**src/fifo_core_consts.vh**
```
// Constants for the strap-configured 18-bit FIFO core: APB register map,
// status field positions, reset values and default flag offsets.
// Included by bare name; holds definitions only.
`ifndef FIFO_CORE_CONSTS_VH
`define FIFO_CORE_CONSTS_VH

// ----------------------------------------------------------------------
// APB register byte addresses
// ----------------------------------------------------------------------
`define REG_EMPTY_OFS 12'h000
`define REG_FULL_OFS 12'h004
`define REG_STATUS 12'h008

// ----------------------------------------------------------------------
// Status register field positions
// ----------------------------------------------------------------------
`define ST_COUNT_LSB 0
`define ST_OUT_VALID 16
`define ST_FALL_THROUGH 17
`define ST_DOUBLE_FLAGS 18
`define ST_SYNC_ALMOST 19
`define ST_EMPTY_N 20
`define ST_FULL_N 21
`define ST_ALMOST_EMPTY_N 22
`define ST_ALMOST_FULL_N 23
`define ST_HALF_FULL_N 24

// ----------------------------------------------------------------------
// Widths, reset and default values
// ----------------------------------------------------------------------
`define DATA_W 18
`define OFS_W 12
`define DEF_EMPTY_OFS 12'h01F
`define DEF_FULL_OFS 12'h01F
`define OUT_RESET 18'h00000
`define MODE_FALL_THROUGH 2'h1
`define MODE_DOUBLE 2'h2

`endif

```
**src/fifo_core.v**
```verilog
// Strap-configured 18-bit FIFO core with standard and fall-through modes.
// Assumes write_clk and read_clk are slow strobes synchronous to pclk (at
// most pclk/2); their rising edges are detected in the pclk domain.
//
// Functional notes
// RL1: Latch flag timing and mode straps during reset.
// RL2: Chain wiring of straps is the system's job.
// RL3: Reset returns both pointers to first location.
// RL4: Outside logic resets before its first write.
// RL5: Reset: half, almost-full, full high; almost-empty low.
// RL6: Reset: empty low standard, output-ready high fall-through.
// RL7: Reset clears output register, reloads offset defaults.
// RL8: Write and read data paths are 18 bits.
// RL9: Write edge with enable low stores sequentially.
// RL10: Write enable high stores nothing.
// RL11: Standard full flag low when full, write-edge updated.
// RL12: Fall-through input-ready high when full, write-edge updated.
// RL13: Write enable ignored while buffer is full.
// RL14: Works with asynchronous or coincident write/read clocks.
// RL15: Read edge with enable low loads output register.
// RL16: Read enable high holds the output register.
// RL17: Standard mode reader requests every word.
// RL18: Standard empty flag, read-edge updated, reads ignored empty.
// RL19: Fall-through first word appears third read edge.
// RL20: Fall-through later reads need enable; output-ready rises empty.
// RL21: Output enable low drives data, high floats bus.
// RL22: Synchronous almost flags update on own clock only.
// RL23: Asynchronous almost flags set one clock, clear other.
// RL24: Flag buffering realised as flip-flop stages.
`include "fifo_core_consts.vh"
`timescale 1ns/1ps
`default_nettype none

module fifo_core #(
  parameter DEPTH = 256,
  parameter ADDR_W = 8,
  parameter [11:0] DEF_EMPTY = `DEF_EMPTY_OFS,
  parameter [11:0] DEF_FULL = `DEF_FULL_OFS
) (
  input wire pclk,
  input wire presetn,
  input wire psel,
  input wire penable,
  input wire pwrite,
  input wire [11:0] paddr,
  input wire [31:0] pwdata,
  output reg [31:0] prdata,
  output reg pready,
  output reg pslverr,
  input wire reset_in_n,
  input wire first_load_strap,
  input wire read_expansion_in,
  input wire write_expansion_in,
  input wire write_clk,
  input wire write_enable_n,
  input wire [`DATA_W-1:0] write_data_in,
  input wire read_clk,
  input wire read_enable_n,
  input wire output_enable_n,
  output reg [`DATA_W-1:0] read_data_out,
  output reg read_data_oe,
  output reg empty_flag_n,
  output reg full_flag_n,
  output reg almost_empty_n,
  output reg almost_full_n,
  output reg half_full_n
);

  localparam [13:0] DEPTH14 = DEPTH[13:0];
  localparam [ADDR_W:0] DEPTH_C = DEPTH[ADDR_W:0];

  // ----------------------------------------------------------------------
  // Widening helper for fill levels
  // ----------------------------------------------------------------------
  function [13:0] widen;
    input [ADDR_W:0] v;
    begin
      widen = {{(13-ADDR_W){1'b0}}, v};
    end
  endfunction

  // ----------------------------------------------------------------------
  // State
  // ----------------------------------------------------------------------
  reg [`DATA_W-1:0] mem [0:DEPTH-1];
  reg [ADDR_W:0] wr_ptr;
  reg [ADDR_W:0] rd_ptr;
  reg wclk_q;
  reg rclk_q;
  reg sync_almost;
  reg [1:0] mode;
  reg out_valid;
  reg [1:0] ready_pipe;
  reg empty_stage;
  reg full_stage;
  reg [`OFS_W-1:0] empty_ofs;
  reg [`OFS_W-1:0] full_ofs;

  // ----------------------------------------------------------------------
  // Clock-edge strobes and decoded mode
  // ----------------------------------------------------------------------
  // Both clocks are sampled in pclk, so tied or unrelated clocks behave alike
  wire wr_rise = write_clk & ~wclk_q; // RL14
  wire rd_rise = read_clk & ~rclk_q; // RL14
  wire fall_through_mode = (mode == `MODE_FALL_THROUGH);
  wire dbl_empty = (mode == `MODE_DOUBLE);
  wire dbl_full = (mode == `MODE_DOUBLE) | fall_through_mode;
  wire [ADDR_W:0] count = wr_ptr - rd_ptr;
  wire mem_full = (count == DEPTH_C);
  wire mem_any = (count != {(ADDR_W+1){1'b0}});

  // Write is refused while the array is full, whatever the enable says
  wire wr_do = reset_in_n & wr_rise & ~write_enable_n & ~mem_full; // RL9 RL10 RL13

  // Standard mode: every word is requested, reads ignored when empty
  wire std_load = ~fall_through_mode & rd_rise & ~read_enable_n & mem_any; // RL15 RL17 RL18
  // Fall-through: first word on third read edge, later words on request
  wire fw_first = ~out_valid & ready_pipe[1]; // RL19
  wire fw_next = out_valid & ~read_enable_n; // RL20
  wire fw_load = fall_through_mode & rd_rise & mem_any & (fw_first | fw_next);
  wire fw_drain = fall_through_mode & rd_rise & out_valid & ~read_enable_n & ~mem_any; // RL20
  wire rd_do = reset_in_n & (std_load | fw_load);

  // ----------------------------------------------------------------------
  // Next fill level, used so flags reflect the edge that just happened
  // ----------------------------------------------------------------------
  reg [ADDR_W:0] next_count;
  reg next_out_valid;
  always @* begin
    next_count = count;
    if (wr_do & ~rd_do)
      next_count = count + {{ADDR_W{1'b0}}, 1'b1};
    else if (rd_do & ~wr_do)
      next_count = count - {{ADDR_W{1'b0}}, 1'b1};
    next_out_valid = out_valid;
    if (fw_load)
      next_out_valid = 1'b1;
    else if (fw_drain)
      next_out_valid = 1'b0;
  end

  // Output register counts as one word of capacity in fall-through mode
  wire [13:0] words = widen(next_count) + {13'h0000, fall_through_mode & next_out_valid};
  wire [13:0] fw_add = {13'h0000, fall_through_mode};
  wire ae_cond = words <= ({2'b00, empty_ofs} + fw_add);
  wire af_cond = words >= (DEPTH14 + fw_add - {2'b00, full_ofs});
  wire hf_cond = words > ((DEPTH14 >> 1) + fw_add);
  wire next_full = (next_count == DEPTH_C);
  wire next_any = (next_count != {(ADDR_W+1){1'b0}});

  // ----------------------------------------------------------------------
  // Edge detectors
  // ----------------------------------------------------------------------
  always @(posedge pclk or negedge presetn) begin
    if (!presetn) begin
      wclk_q <= 1'b0;
      rclk_q <= 1'b0;
    end else begin
      wclk_q <= write_clk;
      rclk_q <= read_clk;
    end
  end

  // ----------------------------------------------------------------------
  // Strap capture
  // ----------------------------------------------------------------------
  // Straps are held while reset is low; the last value before release wins
  always @(posedge pclk or negedge presetn) begin
    if (!presetn) begin
      sync_almost <= 1'b0;
      mode <= 2'h0;
    end else if (!reset_in_n) begin
      sync_almost <= first_load_strap; // RL1
      mode <= {read_expansion_in, write_expansion_in}; // RL1
    end
  end

  // ----------------------------------------------------------------------
  // Array write and pointers
  // ----------------------------------------------------------------------
  always @(posedge pclk) begin
    if (wr_do)
      mem[wr_ptr[ADDR_W-1:0]] <= write_data_in; // RL8 RL9
  end

  always @(posedge pclk or negedge presetn) begin
    if (!presetn) begin
      wr_ptr <= {(ADDR_W+1){1'b0}};
      rd_ptr <= {(ADDR_W+1){1'b0}};
    end else if (!reset_in_n) begin
      wr_ptr <= {(ADDR_W+1){1'b0}}; // RL3
      rd_ptr <= {(ADDR_W+1){1'b0}}; // RL3
    end else begin
      if (wr_do)
        wr_ptr <= wr_ptr + {{ADDR_W{1'b0}}, 1'b1};
      if (rd_do)
        rd_ptr <= rd_ptr + {{ADDR_W{1'b0}}, 1'b1};
    end
  end

  // ----------------------------------------------------------------------
  // Output register, fall-through pipeline and output enable
  // ----------------------------------------------------------------------
  // The pipe delays the first word so it lands on the third read edge
  always @(posedge pclk or negedge presetn) begin
    if (!presetn) begin
      read_data_out <= `OUT_RESET;
      out_valid <= 1'b0;
      ready_pipe <= 2'h0;
      read_data_oe <= 1'b0;
    end else begin
      read_data_oe <= ~output_enable_n; // RL21
      if (!reset_in_n) begin
        read_data_out <= `OUT_RESET; // RL7
        out_valid <= 1'b0;
        ready_pipe <= 2'h0;
      end else begin
        if (rd_do)
          read_data_out <= mem[rd_ptr[ADDR_W-1:0]]; // RL15 RL16
        out_valid <= next_out_valid;
        if (rd_rise)
          ready_pipe <= {ready_pipe[0] & mem_any, mem_any}; // RL19 RL24
      end
    end
  end

  // ----------------------------------------------------------------------
  // Empty / output-ready flag, read-clock domain
  // ----------------------------------------------------------------------
  always @(posedge pclk or negedge presetn) begin
    if (!presetn) begin
      empty_stage <= 1'b0;
      empty_flag_n <= 1'b0;
    end else if (!reset_in_n) begin
      empty_stage <= 1'b0;
      empty_flag_n <= fall_through_mode; // RL6
    end else if (rd_rise) begin
      empty_stage <= next_any; // RL24
      if (fall_through_mode)
        empty_flag_n <= ~next_out_valid; // RL20
      else
        empty_flag_n <= dbl_empty ? empty_stage : next_any; // RL18 RL24
    end
  end

  // ----------------------------------------------------------------------
  // Full / input-ready flag, write-clock domain
  // ----------------------------------------------------------------------
  // Extra stage trades a write-edge of latency for clean boundary flags
  always @(posedge pclk or negedge presetn) begin
    if (!presetn) begin
      full_stage <= 1'b0;
      full_flag_n <= 1'b1;
    end else if (!reset_in_n) begin
      full_stage <= 1'b0;
      full_flag_n <= 1'b1; // RL5
    end else if (wr_rise) begin
      full_stage <= next_full; // RL24
      if (fall_through_mode)
        full_flag_n <= dbl_full ? full_stage : next_full; // RL12
      else
        full_flag_n <= ~(dbl_full ? full_stage : next_full); // RL11
    end
  end

  // ----------------------------------------------------------------------
  // Almost-empty, almost-full and half-full flags
  // ----------------------------------------------------------------------
  always @(posedge pclk or negedge presetn) begin
    if (!presetn) begin
      almost_empty_n <= 1'b0;
      almost_full_n <= 1'b1;
      half_full_n <= 1'b1;
    end else if (!reset_in_n) begin
      almost_empty_n <= 1'b0; // RL5
      almost_full_n <= 1'b1; // RL5
      half_full_n <= 1'b1; // RL5
    end else begin
      if (wr_rise | rd_rise)
        half_full_n <= ~hf_cond;
      if (sync_almost) begin
        if (rd_rise)
          almost_empty_n <= ~ae_cond; // RL22
        if (wr_rise)
          almost_full_n <= ~af_cond; // RL22
      end else begin
        // Set on one side's edge, cleared by the other side's edge
        if (rd_rise & ae_cond)
          almost_empty_n <= 1'b0; // RL23
        else if (wr_rise & ~ae_cond)
          almost_empty_n <= 1'b1; // RL23
        if (wr_rise & af_cond)
          almost_full_n <= 1'b0; // RL23
        else if (rd_rise & ~af_cond)
          almost_full_n <= 1'b1; // RL23
      end
    end
  end

  // ----------------------------------------------------------------------
  // APB slave: offset registers and status
  // ----------------------------------------------------------------------
  // No wait state: answer prepared in setup, pready high for the access
  wire apb_setup = psel & ~penable;
  wire apb_wr = psel & penable & pready & pwrite & ~pslverr;
  wire hit_e = (paddr == `REG_EMPTY_OFS);
  wire hit_f = (paddr == `REG_FULL_OFS);
  wire hit_s = (paddr == `REG_STATUS);

  reg [31:0] status_word;
  always @* begin
    status_word = 32'h00000000;
    status_word[`ST_COUNT_LSB+15:`ST_COUNT_LSB] = {{(15-ADDR_W){1'b0}}, count};
    status_word[`ST_OUT_VALID] = out_valid;
    status_word[`ST_FALL_THROUGH] = fall_through_mode;
    status_word[`ST_DOUBLE_FLAGS] = dbl_empty;
    status_word[`ST_SYNC_ALMOST] = sync_almost;
    status_word[`ST_EMPTY_N] = empty_flag_n;
    status_word[`ST_FULL_N] = full_flag_n;
    status_word[`ST_ALMOST_EMPTY_N] = almost_empty_n;
    status_word[`ST_ALMOST_FULL_N] = almost_full_n;
    status_word[`ST_HALF_FULL_N] = half_full_n;
  end

  always @(posedge pclk or negedge presetn) begin
    if (!presetn) begin
      pready <= 1'b0;
      pslverr <= 1'b0;
      prdata <= 32'h00000000;
    end else begin
      pready <= apb_setup;
      pslverr <= apb_setup & ~(hit_e | hit_f | hit_s);
      if (apb_setup & ~pwrite)
        prdata <= hit_e ? {20'h00000, empty_ofs} :
                  hit_f ? {20'h00000, full_ofs} :
                  hit_s ? status_word : 32'h00000000;
    end
  end

  // Reset pin reloads defaults and wins over a bus write in the same cycle
  always @(posedge pclk or negedge presetn) begin
    if (!presetn) begin
      empty_ofs <= DEF_EMPTY;
      full_ofs <= DEF_FULL;
    end else if (!reset_in_n) begin
      empty_ofs <= DEF_EMPTY; // RL7
      full_ofs <= DEF_FULL; // RL7
    end else if (apb_wr) begin
      if (hit_e)
        empty_ofs <= pwdata[`OFS_W-1:0];
      if (hit_f)
        full_ofs <= pwdata[`OFS_W-1:0];
    end
  end

endmodule

`default_nettype wire

```
**config.mk**
```make
export PLATFORM = sky130hd
export DESIGN_NAME = fifo_core
export DESIGN_NICKNAME = d
export VERILOG_FILES = /design/src/fifo_core.v
export VERILOG_INCLUDE_DIRS = /design/src
export SDC_FILE = /design/constraint.sdc
export NUM_CORES = 2
export LEC_CHECK = 0
export ABC_CLOCK_PERIOD_IN_PS = 8700
export BUFFER_PORTS_ARGS = -buffer_cell sky130_fd_sc_hd__buf_2
export CAP_MARGIN = 20
export CORE_ASPECT_RATIO = 1.1
export CORE_MARGIN = 1.5
export CORE_UTILIZATION = 45
export DETAILED_ROUTE_END_ITERATION = 10
export SYNTH_ARGS = -nofsm -noshare
export SYNTH_HDL_FRONTEND = slang
export SYNTH_MEMORY_MAX_BITS = 65536
export SYNTH_SLANG_ARGS = --single-unit
```
**constraint.sdc**
```tcl
create_clock -name pclk -period 8.7 [get_ports pclk]
set_input_delay 0.435 -clock pclk [delete_from_list [all_inputs] [get_ports pclk]]
set_output_delay 0.435 -clock pclk [all_outputs]
set_load 0.1 [all_outputs]
```
### Word-level counts from Yosys, hierarchy flattened

Memories as Yosys holds them, arrays and structs flattened.
Index checks and enable logic that the tools add are counted.
Widths: inputs -> output; s select.

| storage, ports and cells | value |
|---|---|
| bits in registers | 110 |
| RAM bits | 4608 |
| output and inout bits | 58 |
| logic and storage cells | 167 |
| memories | 1 |

| cells by class | value |
|---|---|
| add/sub/neg operators | 10 |
| order comparisons | 3 |
| equal/unequal tests | 18 |
| mux-type cells | 48 |
| bitwise operators | 58 |
| reduce and logical (&&, ||, !) cells | 7 |

Memory list:

| memory | words | bits a word | read ports | clocked after memory_dff | wr ports | RTL line | text |
|---|---|---|---|---|---|---|---|
| mem | 256 | 18 | 1 | 0 | 1 | fifo_core.v:85 | `` reg [`DATA_W-1:0] mem [0:DEPTH-1]; `` |

Operator list:

| kind | number |
|---|---|
| $mux 25 | 3 |
| $mux 12 | 6 |
| $mux 9 | 6 |
| $mux 18 | 2 |
| $and 1x1->1 | 32 |
| $mux 1 | 29 |
| $add 9x1->9 const B | 3 |
| $not 1->1 | 20 |
| $eq 9x9->1 const B | 2 |
| $reduce_bool 9->1 | 2 |
| $ne 2x1->1 const B | 8 |
| $ge 10x14->1 | 1 |
| $add 12x1->13 | 1 |
| $le 10x13->1 | 1 |
| $sub 10x12->13 | 1 |
| $eq 12x3->1 const B | 1 |
| $eq 12x4->1 const B | 1 |
| $logic_not 12->1 | 1 |
| $add 9x1->10 | 1 |
| $add 9x1->10 const A | 1 |
| $gt 10x9->1 | 1 |
| $add 8x1->9 const A | 1 |
| $sub 9x1->9 const B | 1 |
| $sub 9x9->9 | 1 |
| 7 further kinds | 18 |

### Longest topological paths before layout

| depth | value |
|---|---|
| depth in word-level cells | 18 |
| mapped depth | 33 |

### Worst setup path before layout

No wires, ideal clock.

| path | value |
|---|---|
| path kind | register to register |
| start | register rd_ptr[3] |
| end | register almost_empty_n |
| setup time | 127 ps |
| arrival time | 7965 ps |
| required time | 8573 ps |
| setup slack | 608 ps |
| stages on the path, launching flop included | 34 |
| period minus slack after synthesis | 8092 ps |
| path through | dfrtp_1 inv_1 clkbuf_1 buf_1 buf_1 clkbuf_1 clkbuf_1 buf_1 ha_1 buf_2 o211a_1 o21a_1 o2111a_1 or3_1 buf_2 o31ai_1 a21oi_1 a2111oi_0 a21oi_1 ha_1 inv_1 nor2_1 o311a_1 a311oi_1 and2_1 ha_1 o21ai_0 nand2b_1 a21o_1 o221ai_1 a21oi_1 o32a_1 o31ai_1 o21ai_1 |

| between the ends | value |
|---|---|
| cells in the longest elaborated chain, start to end | 15 |

Ends and longest elaborated chain:

| element | RTL line | text |
|---|---|---|
| start, declared | fifo_core.v:87 | `reg [ADDR_W:0] rd_ptr;` |
| start signal, assigned | fifo_core.v:189 | `rd_ptr <= {(ADDR_W+1){1'b0}};` |
| start signal, assigned | fifo_core.v:192 | `rd_ptr <= {(ADDR_W+1){1'b0}};` |
| start signal, assigned | fifo_core.v:197 | `rd_ptr <= rd_ptr + {{ADDR_W{1'b0}}, 1'b1};` |
| $sub 9x9->9 * | fifo_core.v:108 | `wire [ADDR_W:0] count = wr_ptr - rd_ptr;` |
| $reduce_bool 9->1 | fifo_core.v:110 | `wire mem_any = (count != {(ADDR_W+1){1'b0}});` |
| $and 1x1->1 (2 in a row) | fifo_core.v:120 | `wire fw_load = fall_through_mode & rd_rise & mem_any & (fw_first \| fw_next);` |
| $or 1x1->1 | fifo_core.v:122 | `wire rd_do = reset_in_n & (std_load \| fw_load);` |
| $and 1x1->1 | fifo_core.v:122 |  |
| $and 1x1->1 / $not 1->1 (equally long branches) | fifo_core.v:133, fifo_core.v:131 |  |
| $mux 9 / $and 1x1->1 (equally long branches) | fifo_core.v:133, fifo_core.v:131 |  |
| $mux 9 | fifo_core.v:131 | `if (wr_do & ~rd_do)` |
| $add 9x1->10 * | fifo_core.v:143 | `wire [13:0] words = widen(next_count) + {13'h0000, fall_through_mode & next_out_valid};` |
| $le 10x13->1 * | fifo_core.v:145 | `wire ae_cond = words <= ({2'b00, empty_ofs} + fw_add);` |
| $not 1->1 / $and 1x1->1 (equally long branches) | fifo_core.v:283, fifo_core.v:290, fifo_core.v:288 |  |
| $and 1x1->1 (tied with other cells) | fifo_core.v:290 | `else if (wr_rise & ~ae_cond)` |
| $ne 4x1->1 (no line) / $mux 1 (equally long branches) | n/a |  |
| $reduce_and 2->1 (no line) / $mux 1 (equally long branches) | n/a |  |
| end signal, assigned | fifo_core.v:283 | `almost_empty_n <= ~ae_cond;` |
| end, declared | fifo_core.v:64 | `output reg almost_empty_n,` |

Mark *: on every way between the ends. The rest lies on a longest branch, timed or not. The select of a mux whose other input is x is not followed.
A chain may end at the register's enable or synchronous reset.

### Worst setup path after layout

Same ends and word-level chain as after synthesis.

==> impl_results.html <==
<table>
<tr><th>Metric</th><th>Value</th></tr>
<tr><th colspan="2">GRT</th></tr>
<tr><td>Wire length of the first global-routing pass</td><td>707,000 um</td></tr>
<tr><td>Maximum number of pins on one net before global-route repair</td><td>130</td></tr>
<tr><td>Number of antenna violations at the first check in global routing</td><td>26</td></tr>
<tr><td>Sum of overflow across all layers after global routing</td><td>0</td></tr>
<tr><td>Number of global-route vias before repair</td><td>91,300</td></tr>
<tr><td>Overall Global Routing Usage</td><td>24.4%</td></tr>
<tr><th colspan="2">Run</th></tr>
<tr><td>Number of maximum-capacitance constraint violations</td><td>0</td></tr>
<tr><th colspan="2">Layout</th></tr>
<tr><td>Share of cells above drive strength 1</td><td>28.4%</td></tr>
<tr><td>Most common library cell in the layout ignoring fill and taps</td><td>sky130_fd_sc_hd__edfxtp_1</td></tr>
<tr><td>Layout filler cell count</td><td>31,400</td></tr>
<tr><td>Reg area</td><td>0.141 mm^2</td></tr>
<tr><td>Area occupied by multi-input gates</td><td>0.0408 mm^2</td></tr>
<tr><td>Most frequent cells in the layout</td><td>sky130_fd_sc_hd__edfxtp_1 (4,608), sky130_fd_sc_hd__mux4_2 (1,179), sky130_fd_sc_hd__clkbuf_16 (451)</td></tr>
<tr><td>Area added between synthesis and finish</td><td>13.5%</td></tr>
<tr><td>Net count reported at finish</td><td>9,055</td></tr>
<tr><th colspan="2">STA</th></tr>
<tr><td>Worst Tran Pin Value</td><td>1.29 ns</td></tr>
<tr><td>Achievable Freq</td><td>137 MHz</td></tr>
<tr><td>Final setup violation count</td><td>0</td></tr>
<tr><td>Sum of negative setup slack</td><td>0 ns</td></tr>
<tr><td>Share of the clock period used by the worst path</td><td>83.8%</td></tr>
<tr><td>Post-route worst hold slack</td><td>0.0282 ns</td></tr>
<tr><td>Final Skew</td><td>0.0587 ns</td></tr>
<tr><td>Final period demand of the worst path</td><td>7.29 ns</td></tr>
<tr><td>Number of pins with negative max-slew slack in the final report</td><td>0</td></tr>
<tr><td>RSZ-0062 raised after global routing</td><td>no</td></tr>
<tr><td>Final Hold Viols</td><td>0</td></tr>
<tr><td>Max-Slew Margin vs Limit</td><td>13.7%</td></tr>
<tr><th colspan="2">Die</th></tr>
<tr><td>Core area</td><td>0.405 mm^2</td></tr>
<tr><td>Initial core utilization</td><td>45.2%</td></tr>
<tr><td>Number of cell rows</td><td>245</td></tr>
<tr><td>Horizontal extent of the die</td><td>611 um</td></tr>
<tr><td>Total I/O pin count</td><td>134</td></tr>
<tr><td>Floorplan die area</td><td>0.411 mm^2</td></tr>
<tr><td>Die height</td><td>672 um</td></tr>
<tr><th colspan="2">Placed design</th></tr>
<tr><td>Placer Congestion</td><td>0.855</td></tr>
<tr><td>Half-perimeter wire length of the detailed placement result</td><td>289,000 um</td></tr>
<tr><td>Number of buffers inserted by port buffering</td><td>102</td></tr>
<tr><th colspan="2">Critical path</th></tr>
<tr><td>Arrival time of the worst setup path</td><td>8.12 ns</td></tr>
<tr><td>Data required, critical path</td><td>9.53 ns</td></tr>
<tr><td>Worst path most repeated cell</td><td>sky130_fd_sc_hd__a21oi_1</td></tr>
<tr><td>Internal reg-to-reg setup slack</td><td>1.41 ns</td></tr>
<tr><td>Critical Path Sink</td><td>almost_empty_n</td></tr>
<tr><td>Crit path launch</td><td>rd_ptr[3]</td></tr>
<tr><td>Type of the worst setup path</td><td>flip-flop to flip-flop</td></tr>
<tr><td>Largest stage delay on the critical path</td><td>0.76 ns</td></tr>
<tr><td>Sort of element at the start of the critical path</td><td>flip-flop</td></tr>
<tr><td>Reg2reg path depth</td><td>26</td></tr>
<tr><td>Type of destination of the critical path</td><td>flip-flop</td></tr>
<tr><td>Startpoint of the worst register-to-register path</td><td>rd_ptr[3]</td></tr>
<tr><td>Capture instance of the worst register-to-register path</td><td>almost_empty_n</td></tr>
<tr><td>Critical path peak fanout</td><td>43</td></tr>
<tr><td>Slowest stage cell, crit path</td><td>sky130_fd_sc_hd__dfrtp_4</td></tr>
<tr><th colspan="2">Route</th></tr>
<tr><td>Drt total wl</td><td>504,000 um</td></tr>
<tr><td>Post-detailed-route via-to-cell ratio</td><td>6.18</td></tr>
<tr><td>Number of remaining DRC errors</td><td>0</td></tr>
<tr><td>Antenna violation net count after detailed routing</td><td>0</td></tr>
<tr><td>Iteration count of the initial detailed-routing pass</td><td>5</td></tr>
<tr><td>Routed wirelength normalized by instance count</td><td>34.1 um</td></tr>
<tr><td>Count of routing violations after the opening detailed-route iteration</td><td>11,800</td></tr>
<tr><td>Number of vias after detailed routing</td><td>91,100</td></tr>
<tr><th colspan="2">Logic synthesis</th></tr>
<tr><td>Number of different library cells in the post-synthesis netlist</td><td>83</td></tr>
<tr><td>Synth async-reset ratio</td><td>2.10%</td></tr>
<tr><td>Post-synth EDFFs</td><td>4,608</td></tr>
<tr><td>Synthesized flop and latch total</td><td>4,707</td></tr>
<tr><td>Cell Area, Synth</td><td>0.183 mm^2</td></tr>
<tr><td>Synth warn</td><td>0</td></tr>
<tr><td>Avg Cell Area, Syn</td><td>21.7 um^2</td></tr>
<tr><td>Top flip-flop cell by instance count after synthesis</td><td>sky130_fd_sc_hd__edfxtp_1</td></tr>
<tr><td>Portion of the post-synthesis area used by sequential elements</td><td>77.0%</td></tr>
<tr><td>Number of instances in the synthesized netlist</td><td>8,419</td></tr>
<tr><th colspan="2">Hold path</th></tr>
<tr><td>Class of the tightest hold or removal check</td><td>input pin to flip-flop</td></tr>
<tr><th colspan="2">Clock network</th></tr>
<tr><td>CTS clk-pin slew, worst paths</td><td>0.07 ns</td></tr>
<tr><td>Clock tree from TritonCTS</td><td>built</td></tr>
<tr><td>Clock network latency to the later pin of the worst-skew pair</td><td>1.00 ns</td></tr>
<tr><td>Post_cts resized</td><td>0</td></tr>
<tr><td>Post-CTS setup-driven buffer insertion count</td><td>0</td></tr>
<tr><td>CTS buffer count</td><td>446</td></tr>
<tr><td>Cell at the root of the clock tree</td><td>sky130_fd_sc_hd__clkbuf_16</td></tr>
<tr><td>Max Root-Sink Buffers</td><td>4</td></tr>
<tr><td>Maximum level of the CTS H-tree</td><td>5</td></tr>
<tr><td>Clock sinks</td><td>4,707</td></tr>
<tr><th colspan="2">Run status</th></tr>
<tr><td>Run status</td><td>finished clean</td></tr>
<tr><th colspan="2">Pwr</th></tr>
<tr><td>Static leakage</td><td>62.8 nW</td></tr>
<tr><td>Pwr per Cell Area</td><td>225 mW/mm^2</td></tr>
<tr><td>Largest voltage drop on the vdd net</td><td>0.183 mV</td></tr>
<tr><td>Total Power Consumption</td><td>46.8 mW</td></tr>
</table>
-- cell families (layout without fill, tap and decap cells) --
| logic type | after synthesis | in the layout | share of synthesized area (%) |
|---|---|---|---|
| other | 1 | 28 | 0.00205 |
| buffers and inverters | 539 | 1418 | 1.21 |
| and+or+nand+nor | 789 | 789 | 1.90 |
| AOI/OAI and AO/OA | 727 | 727 | 2.78 |
| xor gates and xnor gates | 53 | 53 | 0.262 |
| DFF | 4707 | 4707 | 77.0 |
| adders and majority gates | 42 | 42 | 0.291 |
| muxes | 1561 | 1561 | 16.6 |
-- where the power goes --
part	total (mW)	switching (mW)	internal, mW
Clock	19.2	8.45	10.7
Sequential	24.9	0.0301	24.9
Combinational	2.67	1.61	1.06
-- Yosys cell counts (all sizes together) (12+ instances only) --
cell | number | area [um^2]
edfxtp | 4608 | 138000
mux4 | 1179 | 26600
mux2i | 377 | 3770
nor2 | 341 | 1280
clkbuf | 289 | 1080
nand2 | 213 | 800
buf | 212 | 985
o221ai | 178 | 1560
a21oi | 141 | 709
o22ai | 112 | 701
o21ai | 100 | 500
dfrtp | 86 | 2150
nand3 | 56 | 280
nor3 | 51 | 272
a211oi | 49 | 368
ha | 41 | 513
inv | 38 | 143
xnor2 | 28 | 245
and2 | 25 | 156
nor2b | 24 | 150
xor2 | 24 | 210
a21boi | 17 | 128
o311ai | 17 | 149
a22o | 14 | 123
a31oi | 14 | 87.6
dfstp | 13 | 342
or3 | 12 | 75.1
-- through the flow --
| step | std cells | setup slack (ns) | instance area (um^2) | utilization [%] |
|---|---|---|---|---|
| global route | 14800 | 0.939 | 208000 | 51.3 |
| finish | 14800 | 1.41 | 208000 | 51.3 |
| global placement | 13900 | 1.36 | 193000 | 47.6 |
| floorplan | 8429 | 0.608 | 183000 | - |
| detailed placement | 13900 | 1.54 | 193000 | 47.6 |
| CTS | 14700 | 1.51 | 208000 | 51.2 |
-- state kept, by name (all words and copies together), names as in the netlist, 2 cells and up --
| signal | cells |
|---|---|
| empty_ofs | 12 |
| read_data_out | 18 |
| full_ofs | 12 |
| mem | 4608 |
| prdata | 21 |
| mode | 2 |
| rd_ptr | 9 |
| ready_pipe | 2 |
| wr_ptr | 9 |
-- critical path: cells and delay by family, from the launching register on --
kind / cells / cell delay, ns
compound gates: 15 / 3.71
fa+ha+maj: 3 / 1.03
buf+inv: 3 / 0.61
flops: 1 / 0.76
simple gates: 5 / 0.98
-- per-layer routing --
layer	track usage [%]	vias up	part of all wire, %
met3	4.13	766	8.4
met2	39.4	4151	48
met4	8.07	8	3.7
met5	0	-	0.011
met1	33.9	49600	40
li1	-	36700	-
-- worst min path at each step --
stage	slack, ns	cells past startpoint	from	endpoint
finish	0.03	1	write_data_in[13]	mem[204][13]
global placement	0.47	2	prdata[19]	prdata[19]
global route	0.04	1	write_data_in[13]	mem[204][13]
CTS	0.02	2	presetn	rd_ptr[1]
detailed placement	0.47	2	prdata[21]	prdata[21]
floorplan	0.14	0	presetn	almost_empty_n
-- what timing repair did --
action | 4_1_cts | 5_1_grt
hold endpoints to repair | 665 | 0
hold buffers | 42 | 0
setup endpoints to repair | 0 | 0
-- area by class of cell --
cell class | count | share of cell area [%]
diodes | 17 | 0.0205
flip-flops and latches | 4707 | 67.8
inverters | 38 | 0.0765
clock inverters | 258 | 1.23
multi-input cells | 3183 | 19.7
repair buffers | 561 | 2.24
well taps | 5434 | 3.27
clock buffers | 561 | 5.67
Power figures use the tool's default switching activity.
